### src/rx_irq_pkg.sv
// Package of register indices, field positions, resets and mode codes for the receiver interrupt mask logic.
package rx_irq_pkg;
    // Register indices of the two registers held here.
    localparam logic [7:0] mask_two_index = 8'h07;
    localparam logic [7:0] mode_one_index = 8'h08;
    // Field positions.
    localparam int slip_enable_bit = 0;
    localparam int lock_mode_low_bit = 4;
    localparam int crc_mode_lsb = 2;
    localparam int xfer_mode_lsb = 0;
    // Reset values.
    localparam logic [7:0] mask_two_reset = 8'h00;
    localparam logic [7:0] mode_one_reset = 8'h00;
    localparam logic [2:0] mask_one_reset = 3'h0;
    // Trigger mode codes.
    typedef enum logic [1:0] {
        mode_rise = 2'h0,
        mode_fall = 2'h1,
        mode_level = 2'h2,
        mode_reserved = 2'h3
    } trig_mode_t;
    // Register write request from the host port.
    typedef struct packed {
        logic wr;
        logic [7:0] index;
        logic [7:0] data;
    } reg_wr_t;
    // Event flag group: slip, lock loss, crc error, buffer transfer.
    typedef struct packed {
        logic slip;
        logic lock_loss;
        logic crc_error;
        logic xfer;
    } src_flags_t;
endpackage

### src/rx_irq_mask_mode.sv
// Mask and trigger-mode logic for the receiver interrupt sources.
// How it works
// - Lock-loss mask bit, reset 0 blocks it.
// - CRC error mask bit, reset 0 blocks it.
// - Buffer transfer mask bit, reset 0 blocks.
// - Mask register two: slip enable bit 0.
// - Mode codes: rise, fall, level, reserved.
// - Mode register one field layout as documented.
module rx_irq_mask_mode
    import rx_irq_pkg::*;
#(
    // Width of every register held here; the field layout assumes eight bits.
    parameter int reg_width = 8
)
(
    // Clock, enable and reset.
    input wire logic ref_clk,
    input wire logic clk_en,
    input wire logic rst_b,
    // Host register port.
    input wire reg_wr_t reg_wr,
    input wire logic [7:0] rd_index,
    output logic [7:0] rd_data,
    // Mask bits of the first mask register, held elsewhere in the map.
    input wire logic [2:0] mask_one,
    // Status flags from the receiver, same clock domain.
    input wire src_flags_t flags,
    // Gated per-source events and their combined output.
    output src_flags_t src_active,
    output logic irq_out
);
    ////////////////////////////////////////////////////////////////////////
    // Elaboration check.
    // The register layout below is fixed at eight bits per register.
    // A different width would move fields off their documented positions,
    // so any other value is refused before the logic is built.
    if (reg_width != 8) begin : g_width_check
        $error("reg_width must be 8");
    end

    ////////////////////////////////////////////////////////////////////////
    // Register storage.
    // Both registers are written whole by the host, but only the bits that
    // carry a field keep their value; the rest always read back as zero.
    logic [7:0] mask_two; // Holds slip enable at bit 0.
    logic [7:0] mode_one; // Holds the three mode fields.
    src_flags_t flags_q; // Previous flags for edge detect.
    logic output_slip_irq_enable; // Slip enable taken from mask register two.
    logic lock_loss_mode_low; // Low bit of the lock-loss mode field.
    trig_mode_t crc_mode; // Trigger mode of the sub-code CRC error source.
    trig_mode_t xfer_mode; // Trigger mode of the buffer transfer source.
    trig_mode_t lock_mode; // Trigger mode of the lock-loss source.
    src_flags_t next_active; // Gated events that register on the next edge.

    // Mask register two write; only bit 0 is storage.
    // Writing the upper bits has no effect, so a host that writes all ones
    // still sees zeros there when it reads the register back.
    always_ff @(posedge ref_clk or negedge rst_b) begin
        if (!rst_b) begin
            mask_two <= mask_two_reset;
        end else if (clk_en && reg_wr.wr && reg_wr.index == mask_two_index) begin
            mask_two <= {7'h00, reg_wr.data[slip_enable_bit]};
        end
    end

    // Mode register one write; bits 7 to 5 are not held.
    // The reserved code 11 may be written and read back; it simply never
    // lets its source fire.
    always_ff @(posedge ref_clk or negedge rst_b) begin
        if (!rst_b) begin
            mode_one <= mode_one_reset;
        end else if (clk_en && reg_wr.wr && reg_wr.index == mode_one_index) begin
            mode_one <= {3'h0, reg_wr.data[4:0]};
        end
    end

    // Field extraction.
    assign output_slip_irq_enable = mask_two[slip_enable_bit];
    assign lock_loss_mode_low = mode_one[lock_mode_low_bit];
    assign crc_mode = trig_mode_t'(mode_one[crc_mode_lsb +: 2]);
    assign xfer_mode = trig_mode_t'(mode_one[xfer_mode_lsb +: 2]);
    // The lock-loss high mode bit lives outside this block; taken as zero.
    assign lock_mode = trig_mode_t'({1'b0, lock_loss_mode_low});

    // Read-back; unknown indices read zero.
    // The read path is combinational so the host sees a new value in the
    // cycle after the write edge, with no extra wait state.
    always_comb begin
        rd_data = 8'h00;
        if (rd_index == mask_two_index) begin
            rd_data = mask_two;
        end else if (rd_index == mode_one_index) begin
            rd_data = mode_one;
        end
    end

    ////////////////////////////////////////////////////////////////////////
    // Previous flag values for edge detection.
    // The history clears to the idle level of the flags, so a flag that is
    // already low after reset gives no false edge.  A flag that is high
    // straight out of reset does count as a rising edge, by intent.
    always_ff @(posedge ref_clk or negedge rst_b) begin
        if (!rst_b) begin
            flags_q <= '0;
        end else if (clk_en) begin
            flags_q <= flags;
        end
    end

    // Condition test for one source under its mode.
    // The same test serves every source, so all of them share one notion
    // of rising, falling and level activity.
    function automatic logic hit(input trig_mode_t m, input logic now, input logic was);
        logic r;
        r = 1'b0;
        unique case (m)
            mode_rise: r = now & ~was;
            mode_fall: r = ~now & was;
            mode_level: r = now;
            mode_reserved: r = 1'b0;
        endcase
        return r;
    endfunction

    // Mask gating; slip has no mode field and is treated as rising edge.
    always_comb begin
        next_active.lock_loss = mask_one[2] & hit(lock_mode, flags.lock_loss, flags_q.lock_loss);
        next_active.crc_error = mask_one[1] & hit(crc_mode, flags.crc_error, flags_q.crc_error);
        next_active.xfer = mask_one[0] & hit(xfer_mode, flags.xfer, flags_q.xfer);
        next_active.slip = output_slip_irq_enable & hit(mode_rise, flags.slip, flags_q.slip);
    end

    // Registered events and interrupt output.
    // Both come from flip-flops so the interrupt line never glitches while
    // flags or mode fields settle within a cycle.
    always_ff @(posedge ref_clk or negedge rst_b) begin
        if (!rst_b) begin
            src_active <= '0;
            irq_out <= 1'b0;
        end else if (clk_en) begin
            src_active <= next_active;
            irq_out <= |next_active;
        end
    end

    ////////////////////////////////////////////////////////////////////////
    // Checks.
    a_mask_blocks_lock: assert property (@(posedge ref_clk) disable iff (!rst_b)
        clk_en && !mask_one[2] |=> !src_active.lock_loss) else $error("lock loss passed mask");
    a_mask_blocks_crc: assert property (@(posedge ref_clk) disable iff (!rst_b)
        clk_en && !mask_one[1] |=> !src_active.crc_error) else $error("crc passed mask");
    a_mask_blocks_xfer: assert property (@(posedge ref_clk) disable iff (!rst_b)
        clk_en && !mask_one[0] |=> !src_active.xfer) else $error("xfer passed mask");
    a_slip_readback: assert property (@(posedge ref_clk) disable iff (!rst_b)
        clk_en && reg_wr.wr && reg_wr.index == mask_two_index && rd_index == mask_two_index
        |=> rd_index != mask_two_index || rd_data == {7'h00, $past(reg_wr.data[0])})
        else $error("slip readback wrong");
    a_rise_fires: assert property (@(posedge ref_clk) disable iff (!rst_b)
        clk_en && mask_one[0] && xfer_mode == mode_rise && flags.xfer && !flags_q.xfer
        |=> src_active.xfer && irq_out) else $error("rising edge missed");
    a_fall_fires: assert property (@(posedge ref_clk) disable iff (!rst_b)
        clk_en && mask_one[1] && crc_mode == mode_fall && !flags.crc_error && flags_q.crc_error
        |=> src_active.crc_error) else $error("falling edge missed");
    a_mode_layout: assert property (@(posedge ref_clk) disable iff (!rst_b)
        clk_en && reg_wr.wr && reg_wr.index == mode_one_index
        |=> crc_mode == trig_mode_t'($past(reg_wr.data[3:2])) && lock_loss_mode_low == $past(reg_wr.data[4]))
        else $error("mode fields misplaced");
    a_level_holds: assert property (@(posedge ref_clk) disable iff (!rst_b)
        clk_en && mask_one[0] && xfer_mode == mode_level && flags.xfer |=> src_active.xfer)
        else $error("level not held");

    // A level source drops as soon as its flag goes low.
    a_level_drops: assert property (@(posedge ref_clk) disable iff (!rst_b)
        clk_en && xfer_mode == mode_level && !flags.xfer |=> !src_active.xfer)
        else $error("level event outlived flag");

    // The reserved mode code must keep its source silent.
    a_reserved_silent: assert property (@(posedge ref_clk) disable iff (!rst_b)
        clk_en && xfer_mode == mode_reserved |=> !src_active.xfer)
        else $error("reserved mode fired");

    // An enabled slip source fires on its rising edge.
    a_slip_rise_fires: assert property (@(posedge ref_clk) disable iff (!rst_b)
        clk_en && output_slip_irq_enable && flags.slip && !flags_q.slip |=> src_active.slip)
        else $error("slip edge missed");

    // The slip source fires on nothing but a rising edge.
    a_slip_edge_only: assert property (@(posedge ref_clk) disable iff (!rst_b)
        clk_en && !(flags.slip && !flags_q.slip) |=> !src_active.slip)
        else $error("slip fired without edge");

    // The upper bits of mask register two never hold a one.
    a_mask_two_upper: assert property (@(posedge ref_clk) disable iff (!rst_b)
        mask_two[7:1] == 7'h00)
        else $error("mask two upper bits set");

    // The upper bits of mode register one never hold a one.
    a_mode_one_upper: assert property (@(posedge ref_clk) disable iff (!rst_b)
        mode_one[7:5] == 3'h0)
        else $error("mode one upper bits set");

    // A low clock enable freezes every register of the block.
    a_freeze_holds: assert property (@(posedge ref_clk) disable iff (!rst_b)
        !clk_en |=> $stable(mask_two) && $stable(mode_one) && $stable(src_active) && $stable(irq_out))
        else $error("state moved while frozen");

    // The interrupt output is the OR of the registered events.
    a_irq_combines: assert property (@(posedge ref_clk) disable iff (!rst_b)
        irq_out == (|src_active))
        else $error("interrupt not the OR of events");
endmodule

### config.mk
export PLATFORM = sky130hd
export DESIGN_NAME = rx_irq_mask_mode
export DESIGN_NICKNAME = d
export VERILOG_FILES = /design/src/rx_irq_pkg.sv /design/src/rx_irq_mask_mode.sv
export SDC_FILE = /design/constraint.sdc
export NUM_CORES = 1
export LEC_CHECK = 0
export BUFFER_PORTS_ARGS = -buffer_cell sky130_fd_sc_hd__buf_4
export CAP_MARGIN = 20
export CORE_MARGIN = 2
export CORE_UTILIZATION = 37
export DETAILED_ROUTE_END_ITERATION = 8
export GPL_TIMING_DRIVEN = 0
export HOLD_SLACK_MARGIN = 0.08
export PLACE_DENSITY = 0.73
export SYNTH_ARGS = -nofsm -noshare
export SYNTH_HDL_FRONTEND = slang
export SYNTH_SLANG_ARGS = --single-unit
### constraint.sdc
create_clock -name ref_clk -period 1.2 [get_ports ref_clk]
set_input_delay 0.24 -clock ref_clk [delete_from_list [all_inputs] [get_ports ref_clk]]
set_output_delay 0.24 -clock ref_clk [all_outputs]
set_load 0.05 [all_outputs]
==> out/results.txt, run 1 <==
outcome: finished, violations left
failing checks: negative setup slack
internal power: 0.000808 W
Rows: 16
reg2reg start: mode_one[4]
global-route wire length before repair: 3090 um
vias per inst: 4.68
Hold Path Origin: reg_wr[3]
TritonRoute pass-1 iters: 4
Yosys top cell by area: dfrtp_1
Post-Place Setup Slack: -461 ps
endpoint with the worst hold slack: mode_one[3]
chip width: 50.0 um
Max Root-Sink Buffers: 2
M2 GR Usage: 29.8%
Sw Pwr: 0.000315 W
hpwl dp: 1350 um
Storage cell area: 375 um^2
Post-Syn Area: 782 um^2
final slew viol count: 0
Worst-Skew Late Latency: 280 ps
slowest stage delay, CP: 550 ps
Placement Cell Area: 1160 um^2
Core Area: 1980 um^2
clock power share: 26.2%
drt drc: 0
DR vias: 684
M1 GR Usage: 18.0%
final RePlAce weighted congestion: 0.686
Max FO, Critical Path: 4
reg-to-reg setup timing slack: 0 ps
Crit. End Element: primary output
reg2reg path depth: 4
largest net degree at the start of global routing: 16
CP Class: input pin to primary output
WP data required: 960 ps
top post-synthesis cells by area: dfrtp_1 (48%), mux2_2 (17%), and2_1 (3.2%), buf_4 (2.9%), nor3b_1 (2.9%)
Net Sw Frac: 28.0%
final setup margin: -388 ps
Worst Hold Slack: 181 ps
vias in the first global route: 733
DR iter-0 viols: 1
Hold Crit Class: input pin to flop
hold path cells: 2
synthesis-to-finish area growth: 62.9%
skew final: 4.32 ps
die footprint: 2500 um^2
slowest CP cell: or4_4
final setup fails: 5
Period minus WS final: 1590 ps
WP data arrival: 1350 ps
clk sink count: 15
Critical Path Source Type: input pin
remaining antenna violation count after routing: 0
most frequent cells in the layout: buf_4 (38), dfrtp_1 (15), mux2_2 (11)
clk slew on worst S/H paths: 90 ps
# diodes: 0
Yosys warning total: 0
die height: 50.0 um
Crit Reg-Reg Endpoint: irq_out
initial antenna violation count: 0
final net count: 155
CTS Buf Count: 3
gr busiest metal: met2
mean area per synthesized cell: 11.3 um^2
WL/cell: 12.1 um
gr usage total: 16.5%
Gate power share: 24.5%
CP Cell Sequence: buf_6, or4_4, nor2b_4, and2_4, buf_8
Starting Density: 39.5%
sequential share of the synthesized area: 48.0%
CTS tree: done
LEAKAGE: 0.627 nW
IO Count: 48
Yosys reg bits: 15
fillers: 159
share of cells above drive strength 1: 61.3%
met3 usage: 3.64%
final-report hold violation count: 0
unrepaired setup endpoints after global routing: yes
H-tree levels: 1
final instance area: 1270 um^2
Syn Inst Count: 69
fmax: 0.630 GHz
multi-input logic area: 425 um^2
fin crit share: 132%
peak supply drop: 0.573 mV
post-synth top area share: 48.0%
CTS Root Cell: clkbuf_4
IO Port Bufs: 41
pwr/cell area: 882 nW/um^2
total gr overflow: 0
Reg power frac: 49.3%
Max Cap Violations: 0
commonest non-fill, non-tap cell in the layout: buf_4
final WL: 1760 um
Unique masters post-synth: 26
Power Total: 0.00112 W
## Yosys cell counts
cell / instances
a21boi_0: 1
a21oi_1: 1
a31oi_1: 1
and2_1: 4
and3_1: 1
and3b_1: 2
buf_2: 1
buf_4: 3
conb_1: 1
dfrtp_1: 15
inv_1: 2
mux2_2: 12
mux2i_1: 2
nand2_1: 1
nand2_2: 1
nand3b_1: 1
nand4_1: 2
nor2_1: 4
nor2b_1: 3
nor2b_2: 1
nor3b_1: 3
nor4_1: 1
nor4b_1: 2
o21ai_0: 2
or3b_1: 1
or4_1: 1
## through the flow
stage | cells | util, % | TNS (ps)
after global routing | 146 | 64.3 | -2040
after detailed placement | 139 | 58.4 | -3120
final | 146 | 64.3 | -1870
after floorplan | 71 | - | -1030
after global placement | 139 | 58.4 | -2900
after CTS | 145 | 62.9 | -1850
## worst max-delay path: cells and delay by family
kind                   cells  cell delay (ps)
buffers and inverters      2              230
and+or+nand+nor            3              880
## layout make-up
type	count	area share [%]
Sequential cell	15	29.5
Tap cell	27	2.65
Buffer	4	2.16
Multi-Input combinational cell	50	33.4
Clock buffer	4	2.06
Timing Repair Buffer	44	29.7
Inverter	2	0.589
## kinds of logic (layout without fill, tap and decap cells)
family | count (synthesis) | after routing | share of synthesized area [%]
DFF | 15 | 15 | 48.0
and+or+nand+nor | 28 | 28 | 23.5
muxes | 14 | 14 | 19.8
buffers and inverters | 6 | 54 | 4.48
other | 1 | 3 | 0.480
AOI/OAI and AO/OA | 5 | 5 | 3.68
## power groups by stage
stage / logic (W) / clock network [W] / registers, W
after floorplan: 0.0000924 / 0 / 0.000605
after global placement: 0.000252 / 0 / 0.000564
after detailed placement: 0.000257 / 0 / 0.000565
after CTS: 0.000265 / 0.000302 / 0.000554
after global routing: 0.000297 / 0.000321 / 0.000559
final: 0.000276 / 0.000294 / 0.000554
## worst max-delay path by stage
| stage | from | to | slack [ps] | cells after the start |
|---|---|---|---|---|
| after floorplan | rd_index[5] | rd_data[1] | -220 | 3 |
| after global placement | rd_index[5] | rd_data[1] | -460 | 5 |
| after detailed placement | rd_index[5] | rd_data[2] | -460 | 5 |
| after CTS | rd_index[6] | rd_data[4] | -380 | 5 |
| after global routing | rd_index[5] | rd_data[2] | -410 | 5 |
| final | rd_index[5] | rd_data[4] | -390 | 5 |
## flip-flops by register name (all words and copies together) (netlist names)
signal	cells
mask_two	1
src_active	4
flags_q	4
mode_one	5
irq_out	1
## per-layer routing
| layer | vias up | wire [um] |
|---|---|---|
| li1 | 340 | - |
| met1 | 316 | 698 |
| met2 | 24 | 929 |
| met3 | 4 | 107 |
| met4 | 0 | 27 |
| met5 | - | 0 |
## timing repair
action | CTS | global route
setup buffers | 1 | 1
pin swaps | 5 | 1
hold buffers | 1 | 0
gates cloned | 0 | 0
endpoints found under the setup margin | 7 | 11
gates resized for setup | 12 | 6
hold endpoints to repair | 15 | 0
No activity file was read; power rests on OpenSTA's default activity.
==> inputs of run 2 (changes only) <==
==> constraint.sdc (replaced) <==
create_clock -name ref_clk -period 1.2 [get_ports ref_clk]
set_input_delay 0.06 -clock ref_clk [delete_from_list [all_inputs] [get_ports ref_clk]]
set_output_delay 0.06 -clock ref_clk [all_outputs]
set_load 0.05 [all_outputs]
==> run 2 against run 1 <==
Against the previous run: the run still ends with negative setup slack left; first-iteration DRC count grew to 15 times the previous value; cell count is 8.9% higher; utilization is 5.4 points higher; design area is 8.4% higher; register-to-register slack worse by 20 ps; die area stayed put; global-route usage is 1.8 points higher; critical endpoint is now rd_data[1].
==> out/results.txt, run 2 (synthesis results as in run 1) <==
final WL: 2000 um (+14%)
max reg flops: 5 (unchanged)
remaining antenna violation count after routing: 0 (unchanged)
global-route wire length before repair: 3510 um (+13%)
clk slew on worst S/H paths: 90 ps (about the same)
Top reg by flops: mode_one
peak supply drop: 0.620 mV (+8.1%)
vias per inst: 4.75 (+1.4%)
biggest regs: mode_one: 5 flops, flags_q: 4 flops, src_active: 4 flops
Crit Reg-Reg Endpoint: irq_out
Hold Path Origin: mask_one[1]
unrepaired setup endpoints after global routing: yes
initial antenna violation count: 0 (unchanged)
# diodes: 0 (unchanged)
Worst Hold Slack: 133 ps (-47.5 ps)
CTS Buf Count: 3 (unchanged)
CTS Root Cell: clkbuf_4
drt drc: 0 (unchanged)
final net count: 168 (+8.4%)
TritonRoute pass-1 iters: 4 (unchanged)
most frequent cells in the layout: buf_4 (42), dfrtp_1 (15), mux2_2 (12), dlygate4sd3_1 (11)
IO Count: 48 (unchanged)
total gr overflow: 0 (unchanged)
fin crit share: 103% (-29 points)
Hold Crit Class: input pin to flop
Starting Density: 39.5% (unchanged)
final instance area: 1380 um^2 (+8.4%)
skew final: 4.34 ps (+0.0162 ps)
Max FO, Critical Path: 4 (unchanged)
final setup margin: -35.2 ps (+353 ps)
CP Class: input pin to primary output
Period minus WS final: 1240 ps (-353 ps)
DR vias: 755 (+10%)
final RePlAce weighted congestion: 0.661 (-3.7%)
LEAKAGE: 0.681 nW (+8.6%)
Worst-Skew Late Latency: 270 ps (about the same)
WL/cell: 12.6 um (+4.3%)
Max Root-Sink Buffers: 2 (unchanged)
pwr/cell area: 831 nW/um^2 (-5.8%)
synthesis-to-finish area growth: 76.6%
share of cells above drive strength 1: 57.6% (-3.8 points)
CTS tree: done
Max Cap Violations: 0 (unchanged)
clk sink count: 15 (unchanged)
gr usage total: 18.4% (+1.8 points)
IO Port Bufs: 41 (unchanged)
Post-Place Setup Slack: -167 ps (+294 ps)
failing checks: negative setup slack
final setup fails: 5 (unchanged)
Core Area: 1980 um^2 (unchanged)
end point of the critical path: rd_data[1]
vias in the first global route: 830 (+13%)
outcome: finished, violations left
Critical Path Start: rd_index[6]
fmax: 0.810 GHz (+29%)
Critical Path Source Type: input pin
reg2reg start: flags_q[2]
Rows: 16 (unchanged)
reg2reg path depth: 4 (unchanged)
largest net degree at the start of global routing: 16 (unchanged)
hpwl dp: 1410 um (+4.9%)
final-report hold violation count: 0 (unchanged)
H-tree levels: 1 (unchanged)
WP data required: 1140 ps (+180 ps)
reg-to-reg setup timing slack: -20 ps (-20 ps)
commonest non-fill, non-tap cell in the layout: buf_4
chip width: 50.0 um (unchanged)
WP data arrival: 1180 ps (-170 ps)
final slew viol count: 0 (unchanged)
die height: 50.0 um (unchanged)
Crit. End Element: primary output
Placement Cell Area: 1140 um^2 (-1.6%)
DR iter-0 viols: 15 (+14)
die footprint: 2500 um^2 (unchanged)
[run 2: report_power, final]
part | internal [W] | total [W] | switching [W]
registers | 0.000536 | 0.000553 | 0.0000171
logic | 0.000165 | 0.000306 | 0.000141
clock network | 0.000129 | 0.000288 | 0.000159
[run 2: timing repair]
action                                  in CTS  in global routing
endpoints found under the setup margin       8                  8
hold buffers                                10                  1
hold endpoints to repair                    25                  2
pin swaps                                    7                  5
buffers inserted                             4                  1
resized for setup                           18                  4
[run 2: worst min path at each step]
stage / to / slack (ps) / cells after the start
global route: src_active[1] / 110 / 3
finish: src_active[1] / 130 / 3
detailed placement: mode_one[2] / -70 / 1
floorplan: flags_q[0] / -240 / 0
CTS: src_active[0] / 110 / 3
global placement: mode_one[2] / -70 / 1
[run 2: area by class of cell]
| class | count | area (um^2) |
|---|---|---|
| fill | 137 | 601 |
| timing repair buffer | 57 | 497 |
| multi-input combinational | 50 | 414 |
| sequential | 15 | 375 |
| tap | 27 | 33.8 |
| buffer | 4 | 27.5 |
| clock buffer | 4 | 26.3 |
| inverter | 2 | 7.51 |
[run 2: layer usage]
layer	part of all wire, %	global-route usage, %	vias up
li1	-	-	364
met1	37	20.3	357
met2	57	35.3	32
met3	5.8	3.94	2
met4	0.20	4.17	0
met5	0	0	-
[run 2: metrics by stage]
| stage | setup TNS (ps) | util (%) | instances | power (W) |
|---|---|---|---|---|
| final | -152 | 69.7 | 159 | 0.00115 |
| after floorplan | 0 | - | 71 | 0.000695 |
| after CTS | -164 | 68.1 | 157 | 0.00115 |
| after detailed placement | -752 | 57.4 | 139 | 0.000821 |
| after global placement | -668 | 57.4 | 139 | 0.000812 |
| after global routing | -478 | 69.7 | 159 | 0.00122 |
[run 2: worst max-delay path, cell delays in order]
cell     delay, ps
buf_6           90
or4_4          550
nor2b_4        180
and2_4         170
buf_8          140
